File: src/match_timer_pkg.sv
// Package: register map, field layout and reset values of the match timer
package match_timer_pkg;
   // ----------------------------------------
   // Register offsets (byte addresses)
   // ----------------------------------------
   localparam logic [7:0] OFS_ENABLE = 8'h00;
   localparam logic [7:0] OFS_RUN = 8'h04;
   localparam logic [7:0] OFS_CONTROL = 8'h08;
   localparam logic [7:0] OFS_COMPARE = 8'h0C;
   localparam logic [7:0] OFS_COUNT = 8'h10;
   localparam logic [7:0] OFS_IRQ_STATUS = 8'h14;
   localparam logic [7:0] OFS_IRQ_MASK = 8'h18;
   // ----------------------------------------
   // Field positions
   // ----------------------------------------
   localparam int BIT_IDLE_KEEP = 0;
   localparam int BIT_HALT_STOP = 1;
   localparam int BIT_RUN = 0;
   localparam int BIT_CLK_SEL = 0;
   localparam int BIT_FORCE_LO = 4;
   localparam int BIT_FORCE_HI = 5;
   localparam int BIT_TOGGLE_EN = 7;
   localparam int BIT_MUST_SET = 15;
   localparam int BIT_IRQ_MATCH = 0;
   // ----------------------------------------
   // Reset values and encodings
   // ----------------------------------------
   localparam logic [1:0] RST_ENABLE = 2'h0;
   localparam logic [15:0] RST_COMPARE = 16'h0000;
   localparam logic [15:0] RST_COUNT = 16'h0000;
   localparam logic [1:0] FORCE_INVERT = 2'h0;
   localparam logic [1:0] FORCE_SET = 2'h1;
   localparam logic [1:0] FORCE_CLEAR = 2'h2;
   localparam logic [1:0] FORCE_NONE = 2'h3;
   localparam logic [1:0] RESP_OKAY = 2'h0;
   localparam logic [1:0] RESP_SLVERR = 2'h2;
endpackage

File: src/match_counter.sv
// Counter core: gated count, compare match and clear
module match_counter #(
   parameter int WIDTH = 16
)(
   input wire logic clk_sys,
   input wire logic rst,
   input wire logic countTick,
   input wire logic loadEn,
   input wire logic [WIDTH-1:0] loadValue,
   input wire logic [WIDTH-1:0] compareValue,
   output logic [WIDTH-1:0] count,
   output logic matchPulse
);
   initial
   begin
      if (WIDTH < 2 || WIDTH > 32) $error("match_counter: WIDTH out of range");
   end

   wire logic hitNow = countTick && (count == compareValue);
   wire logic [WIDTH-1:0] next_count = hitNow ? '0 : count + WIDTH'(1);

   always_ff @(posedge clk_sys or posedge rst)
   begin
      if (rst)
      begin
         count <= '0;
         matchPulse <= 1'b0;
      end
      else
      begin
         matchPulse <= hitNow;
         // load
         if (loadEn)
            count <= loadValue;
         // count up
         else if (countTick)
            count <= next_count;
      end
   end
endmodule

File: src/match_timer_unit.sv
// Top: 16-bit match timer with AXI4-Lite register slave
//
// Contract
// Software changes setup only while stopped
// Enable bit1 stops counting in debug halt
// Enable bit0 keeps counting while idle
// Run bit0 starts/stops, reads back
// Software sets control bit15 before start
// Control bit7 toggles output on match
// Force field acts at once, reads 11
// Control bit0 selects count clock source
// Compare value 16 bits, upper zero
// Software never programs compare zero
// Count read returns live value
// Count write loads counter
// Clear on match only; continue counting
// Match raises interrupt request
// Output low after reset
// Stop holds count and output; a match in the stop cycle still toggles the output two edges later
// Increment per tick of selected source
//
// Design decision made here: the AXI4-Lite interface to the registers.
module match_timer_unit #(
   parameter int COUNT_WIDTH = 16
)(
   input wire logic clk_sys,
   input wire logic rst,
   input wire logic periphTick,
   input wire logic idleMode,
   input wire logic debugHalt,
   input wire logic [7:0] s_axi_awaddr,
   input wire logic s_axi_awvalid,
   output logic s_axi_awready,
   input wire logic [31:0] s_axi_wdata,
   input wire logic [3:0] s_axi_wstrb,
   input wire logic s_axi_wvalid,
   output logic s_axi_wready,
   output logic [1:0] s_axi_bresp,
   output logic s_axi_bvalid,
   input wire logic s_axi_bready,
   input wire logic [7:0] s_axi_araddr,
   input wire logic s_axi_arvalid,
   output logic s_axi_arready,
   output logic [31:0] s_axi_rdata,
   output logic [1:0] s_axi_rresp,
   output logic s_axi_rvalid,
   input wire logic s_axi_rready,
   output logic square_wave_out,
   output logic match_irq
);
   import match_timer_pkg::*;

   initial
   begin
      if (COUNT_WIDTH != 16) $error("match_timer_unit: COUNT_WIDTH must be 16");
   end

   // ----------------------------------------
   // Register state
   // ----------------------------------------
   logic idleKeep;
   logic haltStop;
   logic runBit;
   logic clkSel;
   logic toggleEn;
   logic mustSet;
   logic [15:0] compareValue;
   logic irqStatus;
   logic irqMask;
   logic [15:0] count;
   logic matchPulse;
   logic waveOut;

   // ----------------------------------------
   // Write channel
   // ----------------------------------------
   logic awHeld;
   logic wHeld;
   logic [7:0] awAddr;
   logic [31:0] wData;
   logic [3:0] wStrb;

   wire logic awTake = s_axi_awvalid && s_axi_awready;
   wire logic wTake = s_axi_wvalid && s_axi_wready;
   wire logic writeFire = awHeld && wHeld && !s_axi_bvalid;
   wire logic lane0 = wStrb[0];
   wire logic lane1 = wStrb[1];
   wire logic hitEnable = awAddr == OFS_ENABLE;
   wire logic hitRun = awAddr == OFS_RUN;
   wire logic hitControl = awAddr == OFS_CONTROL;
   wire logic hitCompare = awAddr == OFS_COMPARE;
   wire logic hitCount = awAddr == OFS_COUNT;
   wire logic hitStatus = awAddr == OFS_IRQ_STATUS;
   wire logic hitMask = awAddr == OFS_IRQ_MASK;
   wire logic writeMapped = hitEnable || hitRun || hitControl || hitCompare || hitCount || hitStatus || hitMask;
   wire logic wrEnable = writeFire && hitEnable && lane0;
   wire logic wrRun = writeFire && hitRun && lane0;
   wire logic wrControlLo = writeFire && hitControl && lane0;
   wire logic wrControlHi = writeFire && hitControl && lane1;
   wire logic wrStatus = writeFire && hitStatus && lane0;
   wire logic wrMask = writeFire && hitMask && lane0;
   // count load
   wire logic loadEn = writeFire && hitCount && (lane0 || lane1);
   wire logic [15:0] loadValue = {lane1 ? wData[15:8] : count[15:8], lane0 ? wData[7:0] : count[7:0]};
   // force strobe on write
   wire logic forceStrobe = wrControlLo;
   wire logic [1:0] forceCmd = wData[BIT_FORCE_HI:BIT_FORCE_LO];

   always_ff @(posedge clk_sys or posedge rst)
   begin
      if (rst)
      begin
         awHeld <= 1'b0;
         wHeld <= 1'b0;
         awAddr <= 8'h00;
         wData <= 32'h0000_0000;
         wStrb <= 4'h0;
         s_axi_bvalid <= 1'b0;
         s_axi_bresp <= RESP_OKAY;
      end
      else
      begin
         if (awTake)
         begin
            awHeld <= 1'b1;
            awAddr <= {s_axi_awaddr[7:2], 2'b00};
         end
         if (wTake)
         begin
            wHeld <= 1'b1;
            wData <= s_axi_wdata;
            wStrb <= s_axi_wstrb;
         end
         if (writeFire)
         begin
            awHeld <= 1'b0;
            wHeld <= 1'b0;
            s_axi_bvalid <= 1'b1;
            s_axi_bresp <= writeMapped ? RESP_OKAY : RESP_SLVERR;
         end
         else if (s_axi_bvalid && s_axi_bready)
            s_axi_bvalid <= 1'b0;
      end
   end

   assign s_axi_awready = !awHeld && !s_axi_bvalid;
   assign s_axi_wready = !wHeld && !s_axi_bvalid;

   // ----------------------------------------
   // Control registers
   // ----------------------------------------
   always_ff @(posedge clk_sys or posedge rst)
   begin
      if (rst)
      begin
         {haltStop, idleKeep} <= RST_ENABLE;
         runBit <= 1'b0;
         clkSel <= 1'b0;
         toggleEn <= 1'b0;
         mustSet <= 1'b0;
         compareValue <= RST_COMPARE;
         irqMask <= 1'b0;
      end
      else
      begin
         if (wrEnable)
         begin
            idleKeep <= wData[BIT_IDLE_KEEP];
            haltStop <= wData[BIT_HALT_STOP];
         end
         // run bit
         if (wrRun)
            runBit <= wData[BIT_RUN];
         if (wrControlLo)
         begin
            clkSel <= wData[BIT_CLK_SEL];
            toggleEn <= wData[BIT_TOGGLE_EN];
         end
         // stored, read back
         if (wrControlHi)
            mustSet <= wData[BIT_MUST_SET];
         // compare bytes
         if (writeFire && hitCompare && lane0)
            compareValue[7:0] <= wData[7:0];
         if (writeFire && hitCompare && lane1)
            compareValue[15:8] <= wData[15:8];
         if (wrMask)
            irqMask <= wData[BIT_IRQ_MATCH];
      end
   end

   // ----------------------------------------
   // Count gating
   // ----------------------------------------
   // idle suspend
   wire logic idleBlock = idleMode && !idleKeep;
   // halt suspend
   wire logic haltBlock = debugHalt && haltStop;
   // source select
   wire logic srcTick = clkSel ? periphTick : 1'b1;
   // no ticks while stopped
   wire logic countTick = runBit && !idleBlock && !haltBlock && srcTick;

   // clear on match
   match_counter #(
      .WIDTH(16)
   ) u_counter (
      .clk_sys(clk_sys),
      .rst(rst),
      .countTick(countTick),
      .loadEn(loadEn),
      .loadValue(loadValue),
      .compareValue(compareValue),
      .count(count),
      .matchPulse(matchPulse)
   );

   square_wave_gen u_wave (
      .clk_sys(clk_sys),
      .rst(rst),
      .toggleEn(toggleEn),
      .matchPulse(matchPulse),
      .forceStrobe(forceStrobe),
      .forceCmd(forceCmd),
      .waveOut(waveOut)
   );

   assign square_wave_out = waveOut;

   // ----------------------------------------
   // Interrupt
   // ----------------------------------------
   // Set beats the write-one clear
   wire logic next_status = matchPulse || (irqStatus && !(wrStatus && wData[BIT_IRQ_MATCH]));

   always_ff @(posedge clk_sys or posedge rst)
   begin
      if (rst)
      begin
         irqStatus <= 1'b0;
         match_irq <= 1'b0;
      end
      else
      begin
         // match sets status
         irqStatus <= next_status;
         match_irq <= next_status && irqMask;
      end
   end

   // ----------------------------------------
   // Read channel
   // ----------------------------------------
   wire logic [7:0] rdAddr = {s_axi_araddr[7:2], 2'b00};
   wire logic arTake = s_axi_arvalid && s_axi_arready;
   logic [31:0] rdWord;
   logic rdMapped;

   always_comb
   begin
      rdWord = 32'h0000_0000;
      rdMapped = 1'b1;
      unique case (rdAddr)
         OFS_ENABLE: rdWord = {30'h0, haltStop, idleKeep};
         OFS_RUN: rdWord = {31'h0, runBit};
         // force field reads 11
         OFS_CONTROL: rdWord = {16'h0, mustSet, 7'h0, toggleEn, 1'b0, FORCE_NONE, 3'h0, clkSel};
         OFS_COMPARE: rdWord = {16'h0, compareValue};
         // live count
         OFS_COUNT: rdWord = {16'h0, count};
         OFS_IRQ_STATUS: rdWord = {31'h0, irqStatus};
         OFS_IRQ_MASK: rdWord = {31'h0, irqMask};
         default: rdMapped = 1'b0;
      endcase
   end

   always_ff @(posedge clk_sys or posedge rst)
   begin
      if (rst)
      begin
         s_axi_rvalid <= 1'b0;
         s_axi_rdata <= 32'h0000_0000;
         s_axi_rresp <= RESP_OKAY;
      end
      else if (arTake)
      begin
         s_axi_rvalid <= 1'b1;
         s_axi_rdata <= rdWord;
         s_axi_rresp <= rdMapped ? RESP_OKAY : RESP_SLVERR;
      end
      else if (s_axi_rvalid && s_axi_rready)
         s_axi_rvalid <= 1'b0;
   end

   assign s_axi_arready = !s_axi_rvalid;
endmodule

File: src/square_wave_gen.sv
// Square wave output: toggle on match, software force
module square_wave_gen (
   input wire logic clk_sys,
   input wire logic rst,
   input wire logic toggleEn,
   input wire logic matchPulse,
   input wire logic forceStrobe,
   input wire logic [1:0] forceCmd,
   output logic waveOut
);
   import match_timer_pkg::*;

   logic next_wave;

   always_comb
   begin
      next_wave = waveOut;
      // toggle on match
      if (toggleEn && matchPulse)
         next_wave = ~waveOut;
      // software force
      if (forceStrobe)
      begin
         unique case (forceCmd)
            FORCE_INVERT: next_wave = ~waveOut;
            FORCE_SET: next_wave = 1'b1;
            FORCE_CLEAR: next_wave = 1'b0;
            FORCE_NONE: next_wave = next_wave;
         endcase
      end
   end

   always_ff @(posedge clk_sys or posedge rst)
   begin
      // low after reset
      if (rst)
         waveOut <= 1'b0;
      // level held otherwise
      else
         waveOut <= next_wave;
   end
endmodule
File: config.mk
export PLATFORM = sky130hd
export DESIGN_NAME = match_timer_unit
export DESIGN_NICKNAME = d
export VERILOG_FILES = /design/src/match_timer_pkg.sv /design/src/match_counter.sv /design/src/match_timer_unit.sv /design/src/square_wave_gen.sv
export SDC_FILE = /design/constraint.sdc
export NUM_CORES = 1
export LEC_CHECK = 0
export ABC_CLOCK_PERIOD_IN_PS = 6600
export BUFFER_PORTS_ARGS = -buffer_cell sky130_fd_sc_hd__buf_2
export CAP_MARGIN = 10
export CORE_AREA = 5 5 130 132
export DETAILED_ROUTE_END_ITERATION = 8
export DIE_AREA = 0 0 135 137
export GPL_TIMING_DRIVEN = 0
export PLACE_DENSITY_LB_ADDON = 0.25
export SLEW_MARGIN = 20
export SYNTH_ARGS = -nofsm -noshare
export SYNTH_HDL_FRONTEND = slang
export SYNTH_SLANG_ARGS = --single-unit
File: constraint.sdc
create_clock -name clk_sys -period 6.6 [get_ports clk_sys]
set_input_delay 0 -clock clk_sys [delete_from_list [all_inputs] [get_ports clk_sys]]
set_output_delay 0 -clock clk_sys [all_outputs]
set_load 0.01 [all_outputs]
Word-level counts from Yosys, hierarchy flattened
Index checks and enable logic that the tools add are counted.
Operators by class
  add/subtract/negate cells: 1
  bitwise operators: 1
  equal/unequal tests: 18
  mux-type cells: 21
  reductions and logical operators: 62
Operators by type and width (number)
  $pmux 16 s7: 1
  $mux 16: 3
  $eq 6x3->1 const B: 6
  $logic_and 1x1->1: 35
  $eq 6x2->1 const B: 4
  $add 16x1->16 const B: 1
  $eq 16x16->1: 1
  $logic_not 8->1: 2
  $mux 8: 2
  $eq 6x1->1 const B: 2
  $mux 1: 12
  $reduce_bool 2->1: 5
  $logic_not 1->1: 8
  $logic_or 1x1->1: 8
  $reduce_or 7->1: 1
  $eq 2x2->1 const B: 2
  $mux 2: 2
  $ne 2x2->1 const B: 2
  $pmux 1 s4: 1
  $reduce_and 2->1: 2
  $eq 2x1->1 const B: 1
  $logic_not 2->1: 1
  $not 1->1: 1
Storage, ports and cells
  logic and storage cells: 128
  bits in registers: 107
  input port bits: 62

Logic depth before layout (Yosys ltp)
Gate-level depths: netlist of run 1.
  depth in word-level cells: 10
  gate-level depth with buffers: 8
  depth with buffers taken out: 7

Hierarchy
From an unflattened synthesis of run 1, not the netlist that was laid out.
Second synthesis, totals
  cells, all modules: 434
  area total of the unflattened synthesis: 4683.2 um^2
Modules (own cells, without submodules)
  match_timer_unit: seq. area each 1776.7 um^2, instances 1, area each 3389.5 um^2, cells each 285
  match_counter: seq. area each 425.4 um^2, instances 1, area each 1222.4 um^2, cells each 141
  square_wave_gen: seq. area each 25.0 um^2, instances 1, area each 71.3 um^2, cells each 8

Worst setup path before layout of run 1
Ideal clock, no wire load.
  path type: reg-to-reg
  start point: reg u_counter.count[2]
  end point: reg u_counter.count[14]
  stages on the path, launching flop included: 8
  slack: 4.595 ns
  library setup time: 0.131 ns
  clock period less this slack: 2.005 ns
  arrival: 1.874 ns
  cell sequence: dfrtp_1 > buf_6 > xor2_2 > nor4_4 > nand3_2 > o31a_4 > and3_1 > or3_1
Between the ends
  word-level cells in the longest chain between the ends: 5
Ends and longest elaborated chain
  start: declaration: RTL line match_counter.sv:11  | output logic [WIDTH-1:0] count,
  start signal: assignment: RTL line match_counter.sv:34  | count <= loadValue;
  start signal: assignment: RTL line match_counter.sv:37  | count <= next_count;
  parallel branches: the longest is 2 deep, another holds $add 16x1->16
  $mux 16 (*): RTL line match_counter.sv:20  | wire logic [WIDTH-1:0] next_count = hitNow ? '0 : count + WIDTH'(1);
  $mux 16 (*): RTL line match_counter.sv:36  | else if (countTick)
  $mux 16 (*): RTL line match_counter.sv:33  | if (loadEn)
Mark *: on every way between the ends. The select of a mux whose other input is x is not followed.
A chain may end at the register's enable or synchronous reset.

Final worst setup path of run 1
  start point: reg s_axi_bvalid
  end point: reg u_counter.count[8]
Between the ends
  word-level cells in the longest chain between the ends: 6
Ends and longest elaborated chain
  start: declaration: RTL line match_timer_unit.sv:39  | output logic s_axi_bvalid,
  start signal: assignment: RTL line match_timer_unit.sv:118  | s_axi_bvalid <= 1'b0;
  start signal: assignment: RTL line match_timer_unit.sv:138  | s_axi_bvalid <= 1'b1;
  start signal: assignment: RTL line match_timer_unit.sv:142  | s_axi_bvalid <= 1'b0;
  $logic_not 1->1 (*): RTL line match_timer_unit.sv:85  | wire logic writeFire = awHeld && wHeld && !s_axi_bvalid;
  $logic_and 1x1->1 (*): RTL line match_timer_unit.sv:85
  $logic_and 1x1->1 (*) (2 in a row): RTL line match_timer_unit.sv:103  | wire logic loadEn = writeFire && hitCount && (lane0 || lane1);
  $ne 2x2->1 (no line) or $reduce_bool 2->1 (tied branches)
  $reduce_and 2->1 (no line)
Every way passes the cells marked *; elsewhere a longest branch is shown, timed or not.

==> summary.txt, run 1 <==
Pwr
  – Power Total: 1870 µW
  – Internal power: 1240 µW
  – Sequential share of power: 46.6%
  – Logic gate share of total power: 28.0%
  – Psw: 623 µW
  – PD cells: 321 nW/µm²
  – Peak VDD IR: 184 µV
  – Clk pwr share: 25.4%
  – Leak: 0.00257 µW
  – Sw frac: 33.4%

Clocking
  – Clock Path Buffers: 2
  – Clk Latency, worst-skew pair: 340 ps
  – Number of CTS-inserted buffers: 9
  – CTS tree: yes
  – Max H-tree Level: 3
  – Clk slew on worst S/H paths: 60 ps
  – Number of post-CTS setup repair buffers: 0
  – Total clock sinks: 89
  – Root buf cell: clkbuf_16

Global route
  – GRT Residual Overflow: 0
  – Number of global-route vias before repair: 3622
  – Initial antenna violation count: 0
  – All-Layer GR Usage: 13.4%
  – Largest net degree at the start of global routing: 68
  – First-pass GRT wire length: 19.3 mm

STA
  – Max-slew headroom: 43.4%
  – Period utilization: 35.1%
  – Final setup viols: 0
  – Final period demand of the worst path: 2320 ps
  – Slew Limit Fails: 0
  – Setup TNS: 0 ps
  – RSZ-0062 raised after global routing: false
  – Worst-margin pin slew: 847 ps
  – Layout Skew: 3.63 ps
  – Fmax: 0.431 GHz
  – Endpoints failing hold: 0

Worst hold path
  – Hold path depth: 3
  – HP Class: input port to flip-flop

Worst setup path
  – Worst endpoint required time: 6820 ps
  – Worst Path Max Fanout: 10
  – Worst setup EP type: flip-flop
  – R2R depth: 8
  – Critical path arrival: 2540 ps
  – Kind of critical path: flip-flop to flip-flop
  – Crit start category: flip-flop

Final layout
  – Layout cells sized above 1: 31.4%
  – Most frequent cells in the layout: dfrtp_1, buf_2, mux2_2, nand2_1, dlygate4sd3_1
  – N_diodes: 0
  – Final nets: 600
  – Non-filler cells, final: 758
  – Post-Route Utilization: 37.3%
  – Commonest non-fill, non-tap cell in the layout: dfrtp_1
  – Area delta synth->final: 27.5%

Die
  – Core Area: 15600 µm²
  – Die area: 18500 µm²
  – Die height: 137 µm
  – Ports: 105
  – Chip Width: 135 µm
  – FP Rows: 46
  – Initial core utilization: 29.3%

Logic synthesis
  – Top FF cell, synth: dfrtp_1
  – #FFs+latches synth: 89
  – Post-Synthesis Cell Area: 4560 µm²
  – Post-synth EDFFs: 0
  – Cells after Synth: 416
  – Synth cell types: 60
  – Top post-synthesis cells by area: dfrtp_1, mux2_2, buf_4, nand2_1, o21ai_0
  – Register area share after synthesis: 48.8%
  – Yosys top cell by area: dfrtp_1
  – Ys async rst share: 100%
  – Area share of the largest cell type after synthesis: 48.8%
  – Avg Inst Size Synth: 11.0 µm²
  – Yosys warns: 0

Routing
  – Pre-antenna DRT Iters: 4
  – DR vias: 3582
  – Remaining routing DRC violations: 0
  – DRT iter0 DRCs: 172
  – Antenna-violating nets left: 0
  – Via/cell ratio: 4.73
  – Post-DR wirelength/cell: 15.7 µm
  – DRT Wirelength: 11.9 mm

Placement
  – I/O Buffers: 62
  – RePlAce Congestion: 0.825
  – Number of instances in the placed design: 712
  – HPWL Detailed: 9.01 mm

Flow run
  – Max_cap viols: 0

Run status
  – Status: completed
metal layers:
| layer | wire [µm] | GRT usage, % | part of all wire (%) |
|---|---|---|---|
| met1 | 5430 | 17.9 | 46 |
| met2 | 5450 | 21.5 | 46 |
| met3 | 845 | 3.31 | 7.1 |
| met4 | 167 | 4.09 | 1.4 |
| met5 | 0 | 0 | 0 |
cell families (layout without fill, tap and decap cells):
group | Yosys count | after routing | synth area share, %
simple gates | 117 | 117 | 13.9
compound gates | 94 | 94 | 15.0
flops | 89 | 89 | 48.8
mux | 52 | 52 | 12.8
buf+inv | 45 | 154 | 5.70
xor+xnor | 17 | 17 | 3.43
fa+ha+maj | 1 | 1 | 0.274
other cells | 1 | 18 | 0.0822
path summary, 6_finish.rpt:
check / startpoint / endpoint / slack [ps]
max in group asynchronous: rst / compareValue[15] / 5860
max: s_axi_bvalid / u_counter.count[8] / 4280
min in group asynchronous: rst / s_axi_rdata[1] / 160
min reg2reg: s_axi_rdata[3] / s_axi_rdata[3] / 480
min: s_axi_araddr[6] / s_axi_rresp[1] / 20
max reg2reg: s_axi_bvalid / u_counter.count[8] / 4280
sequential cells by signal, summed over array words and instances (netlist names), 2 cells and up:
signal	flops
compareValue	16
s_axi_rdata	16
u_counter.count	16
wData	16
awAddr	6
wStrb	2
through the flow:
stage	hold WS (ps)	area (µm²)	setup WS [ps]
after floorplan	96.4	4630	4290
after global placement	185	5210	3110
after detailed placement	-35.3	5240	4300
after CTS	16.3	5820	4280
after global routing	72.5	5820	4130
final	23.2	5820	4280
cells in the mapped netlist, types with 6 or more instances:
cell type / count
buf_4: 20
and3_1: 6
nand2_1: 38
clkbuf_1: 16
a21oi_1: 11
a22oi_1: 16
dfrtp_1: 89
xor2_1: 11
o21ai_0: 25
mux2_2: 51
nor2_1: 18
nand3_1: 15
repair_timing:
item / CTS / global route
gates resized for setup: 0 / 0
endpoints found under the hold margin: 118 / 0
hold buffers: 30 / 0
power by group through the flow:
stage	registers (µW)	logic (µW)	clock network, µW
finish	869	523	474
global route	895	581	505
CTS	871	532	492
detailed placement	881	516	0
global placement	873	502	0
floorplan	819	397	0
worst max-delay path, cell delays in order, from the launching register on:
cell	delay, ps
dfrtp_1	430
and3b_1	220
buf_2	150
o2111a_1	340
nor2_2	90
a21oi_1	310
buf_4	250
nor4_1	70
a311o_1	330
layout make-up:
cell class,instances,area [µm²]
inverters,6,27.5
multi-input cells,299,2140
clock buffers,14,264
fillers,1588,9780
plain buffers,39,238
flip-flops and latches,89,2230
well taps,216,270
repair buffers,93,638
clock inverters,2,12.5
No activity file was read; power rests on OpenSTA's default activity.
==> run 2: changes to the inputs <==
Settings changed: ABC_CLOCK_PERIOD_IN_PS 6600 to 2200.
Clock period 6.6 ns to 2.2 ns, I/O delays scaled along.
==> run 2 against run 1 <==
Count of clock-buffer cells in the layout is 2 lower. Clock skew up 4.5 ps. Combinational power rose to 3.1 times the previous value. Non-clock buffer count up 13. Global-route usage up 0.22 points. Via count up 1.5%. Sequential cell count unchanged. Final cell count up 1.7%. Clock power rose to 3.6 times the previous value. Largest power group unchanged.
==> summary.txt, run 2 (same netlist as run 1, synthesis figures left out) <==
STA
  – Final setup viols: 0
  – Max-slew headroom: 44.5%
  – RSZ-0062 raised after global routing: false
  – Final period demand of the worst path: 2160 ps
  – Fmax: 0.462 GHz
  – Period utilization: 98.3%
  – Worst-margin pin slew: 831 ps
  – Endpoints failing hold: 0
  – Slew Limit Fails: 0
  – Layout Skew: 8.14 ps

Placement
  – RePlAce Congestion: 0.837
  – Placed inst area: 5250 µm²
  – I/O Buffers: 62
  – HPWL Detailed: 9.05 mm
  – Number of instances in the placed design: 713

Clocking
  – Root buf cell: clkbuf_16
  – Clk slew on worst S/H paths: 60 ps
  – CTS tree: yes
  – Clk Latency, worst-skew pair: 350 ps
  – Clock Path Buffers: 2
  – Total clock sinks: 89
  – Number of CTS-inserted buffers: 9
  – Max H-tree Level: 3

Die
  – Chip Width: 135 µm
  – FP Rows: 46
  – Core Area: 15600 µm²
  – Die area: 18500 µm²
  – Initial core utilization: 29.3%
  – Ports: 105
  – Die height: 137 µm

Routing
  – Remaining routing DRC violations: 0
  – DRT iter0 DRCs: 226
  – Post-DR wirelength/cell: 15.7 µm
  – Antenna-violating nets left: 0
  – Via/cell ratio: 4.72
  – Pre-antenna DRT Iters: 5
  – DR vias: 3637
  – DRT Wirelength: 12.1 mm

Pwr
  – PD cells: 982 nW/µm²
  – Logic gate share of total power: 26.8%
  – Sw frac: 32.8%
  – Peak VDD IR: 398 µV
  – Sequential share of power: 44.7%
  – Leak: 0.00267 µW
  – Internal power: 4030 µW
  – Psw: 1960 µW
  – Clk pwr share: 28.5%

Final layout
  – Non-filler cells, final: 771
  – Register Area: 2240 µm²
  – Post-Route Utilization: 39.1%
  – Fillers: 1560
  – N_diodes: 0
  – Fin area: 6100 µm²
  – Commonest non-fill, non-tap cell in the layout: dfrtp_1
  – Area of the multi-input gates: 2200 µm²
  – Most frequent cells in the layout: dfrtp_1, buf_2, mux2_2, nand2_1
  – Final nets: 613
  – Area delta synth->final: 33.7%
  – Layout cells sized above 1: 36.9%

Worst setup path
  – Worst path bufs/invs: 0
  – Worst endpoint required time: 2430 ps
  – Slowest-stage cell, CP: dfrtp_1
  – Worst setup EP type: flip-flop
  – Crit start category: flip-flop
  – Kind of critical path: flip-flop to flip-flop
  – Worst Path Max Fanout: 8
  – Top delay family on crit path: simple AND/OR/NAND/NOR gates
  – Crit. path cell count: 6
  – Worst path max stage delay: 430 ps
  – CP Cell Sequence: xor2_2 -> nor4_2 -> nand3_2 -> o31a_4 -> and3_4 -> or3_1
  – Critical path arrival: 2390 ps
  – R2R depth: 6

Global route
  – Largest net degree at the start of global routing: 35
  – GRT Residual Overflow: 0
  – Top Usage Layer GRT: met2
  – GR Layer Usage met1: 18.7%
  – Met3 GRT Util: 2.68%
  – Number of global-route vias before repair: 3671
  – Met2 Track Usage GR: 21.2%
  – First-pass GRT wire length: 19.6 mm
  – Initial antenna violation count: 0
  – All-Layer GR Usage: 13.6%

Worst hold path
  – Hold path depth: 4
  – HP Class: input port to flip-flop

Run status
  – Status: completed

Flow run
  – Max_cap viols: 0
## run 2: changes by cell type in the layout (fill, tap and decap cells not counted), sizes merged
cell         change
buf             +15
dlygate4sd3      +1
bufinv           +2
inv              -1
clkbuf           -5
clkinv           -1
clkinvlp         +2
## run 2: tightest hold or removal path: cells and delay by family
family / cells / cell delay, ps
compound gates: 2 / 310
buf+inv: 1 / 70
simple gates: 1 / 110
## run 2: repair_timing
action	4_1_cts	5_1_grt
hold buffers	31	0
pin swaps	1	10
gates resized for setup	6	19
endpoints found under the hold margin	57	0
setup endpoints to repair	26	26
setup buffers	2	13
## run 2: through the flow
stage               worst slack [ps]  total power, µW  hold slack, ps  TNS (ps)
floorplan                        195             3650            96.4         0
detailed placement              -141             4190             149     -1200
global route                   0.412             6360             257         0
global placement               -95.2             4130             185      -528
finish                          37.1             5990             195         0
CTS                             3.11             5960             183         0
## run 2: area by class of cell
cell class	count	share of cell area (%)
plain buffers	35	3.79
clock buffers	12	4.20
clock inverters	4	1.23
inverters	6	0.431
multi-input cells	299	36.1
flip-flops and latches	89	36.7
well taps	216	4.43
repair buffers	110	13.1
## run 2: per-layer routing
metal,wire [µm],vias up
met4,196,0
met2,5540,102
li1,-,1752
met3,713,16
met5,0,-
met1,5680,1767
## run 2: final timing paths
kind                            startpoint                   to  slack, ps
setup / recovery           compareValue[0]  u_counter.count[14]         40
min in group asynchronous              rst      compareValue[2]        310
max in group asynchronous              rst  u_counter.count[13]       1280
setup reg to reg           compareValue[0]  u_counter.count[14]         40
hold / removal             s_axi_araddr[7]       s_axi_rdata[1]        200
hold reg to reg            s_axi_rdata[15]      s_axi_rdata[15]        470
## run 2: power by group through the flow
| stage | Combinational, µW | Clock (µW) | Sequential (µW) |
|---|---|---|---|
| CTS | 1610 | 1750 | 2610 |
| global route | 1790 | 1810 | 2760 |
| detailed placement | 1560 | 0 | 2640 |
| floorplan | 1190 | 0 | 2460 |
| finish | 1610 | 1710 | 2680 |
| global placement | 1510 | 0 | 2620 |
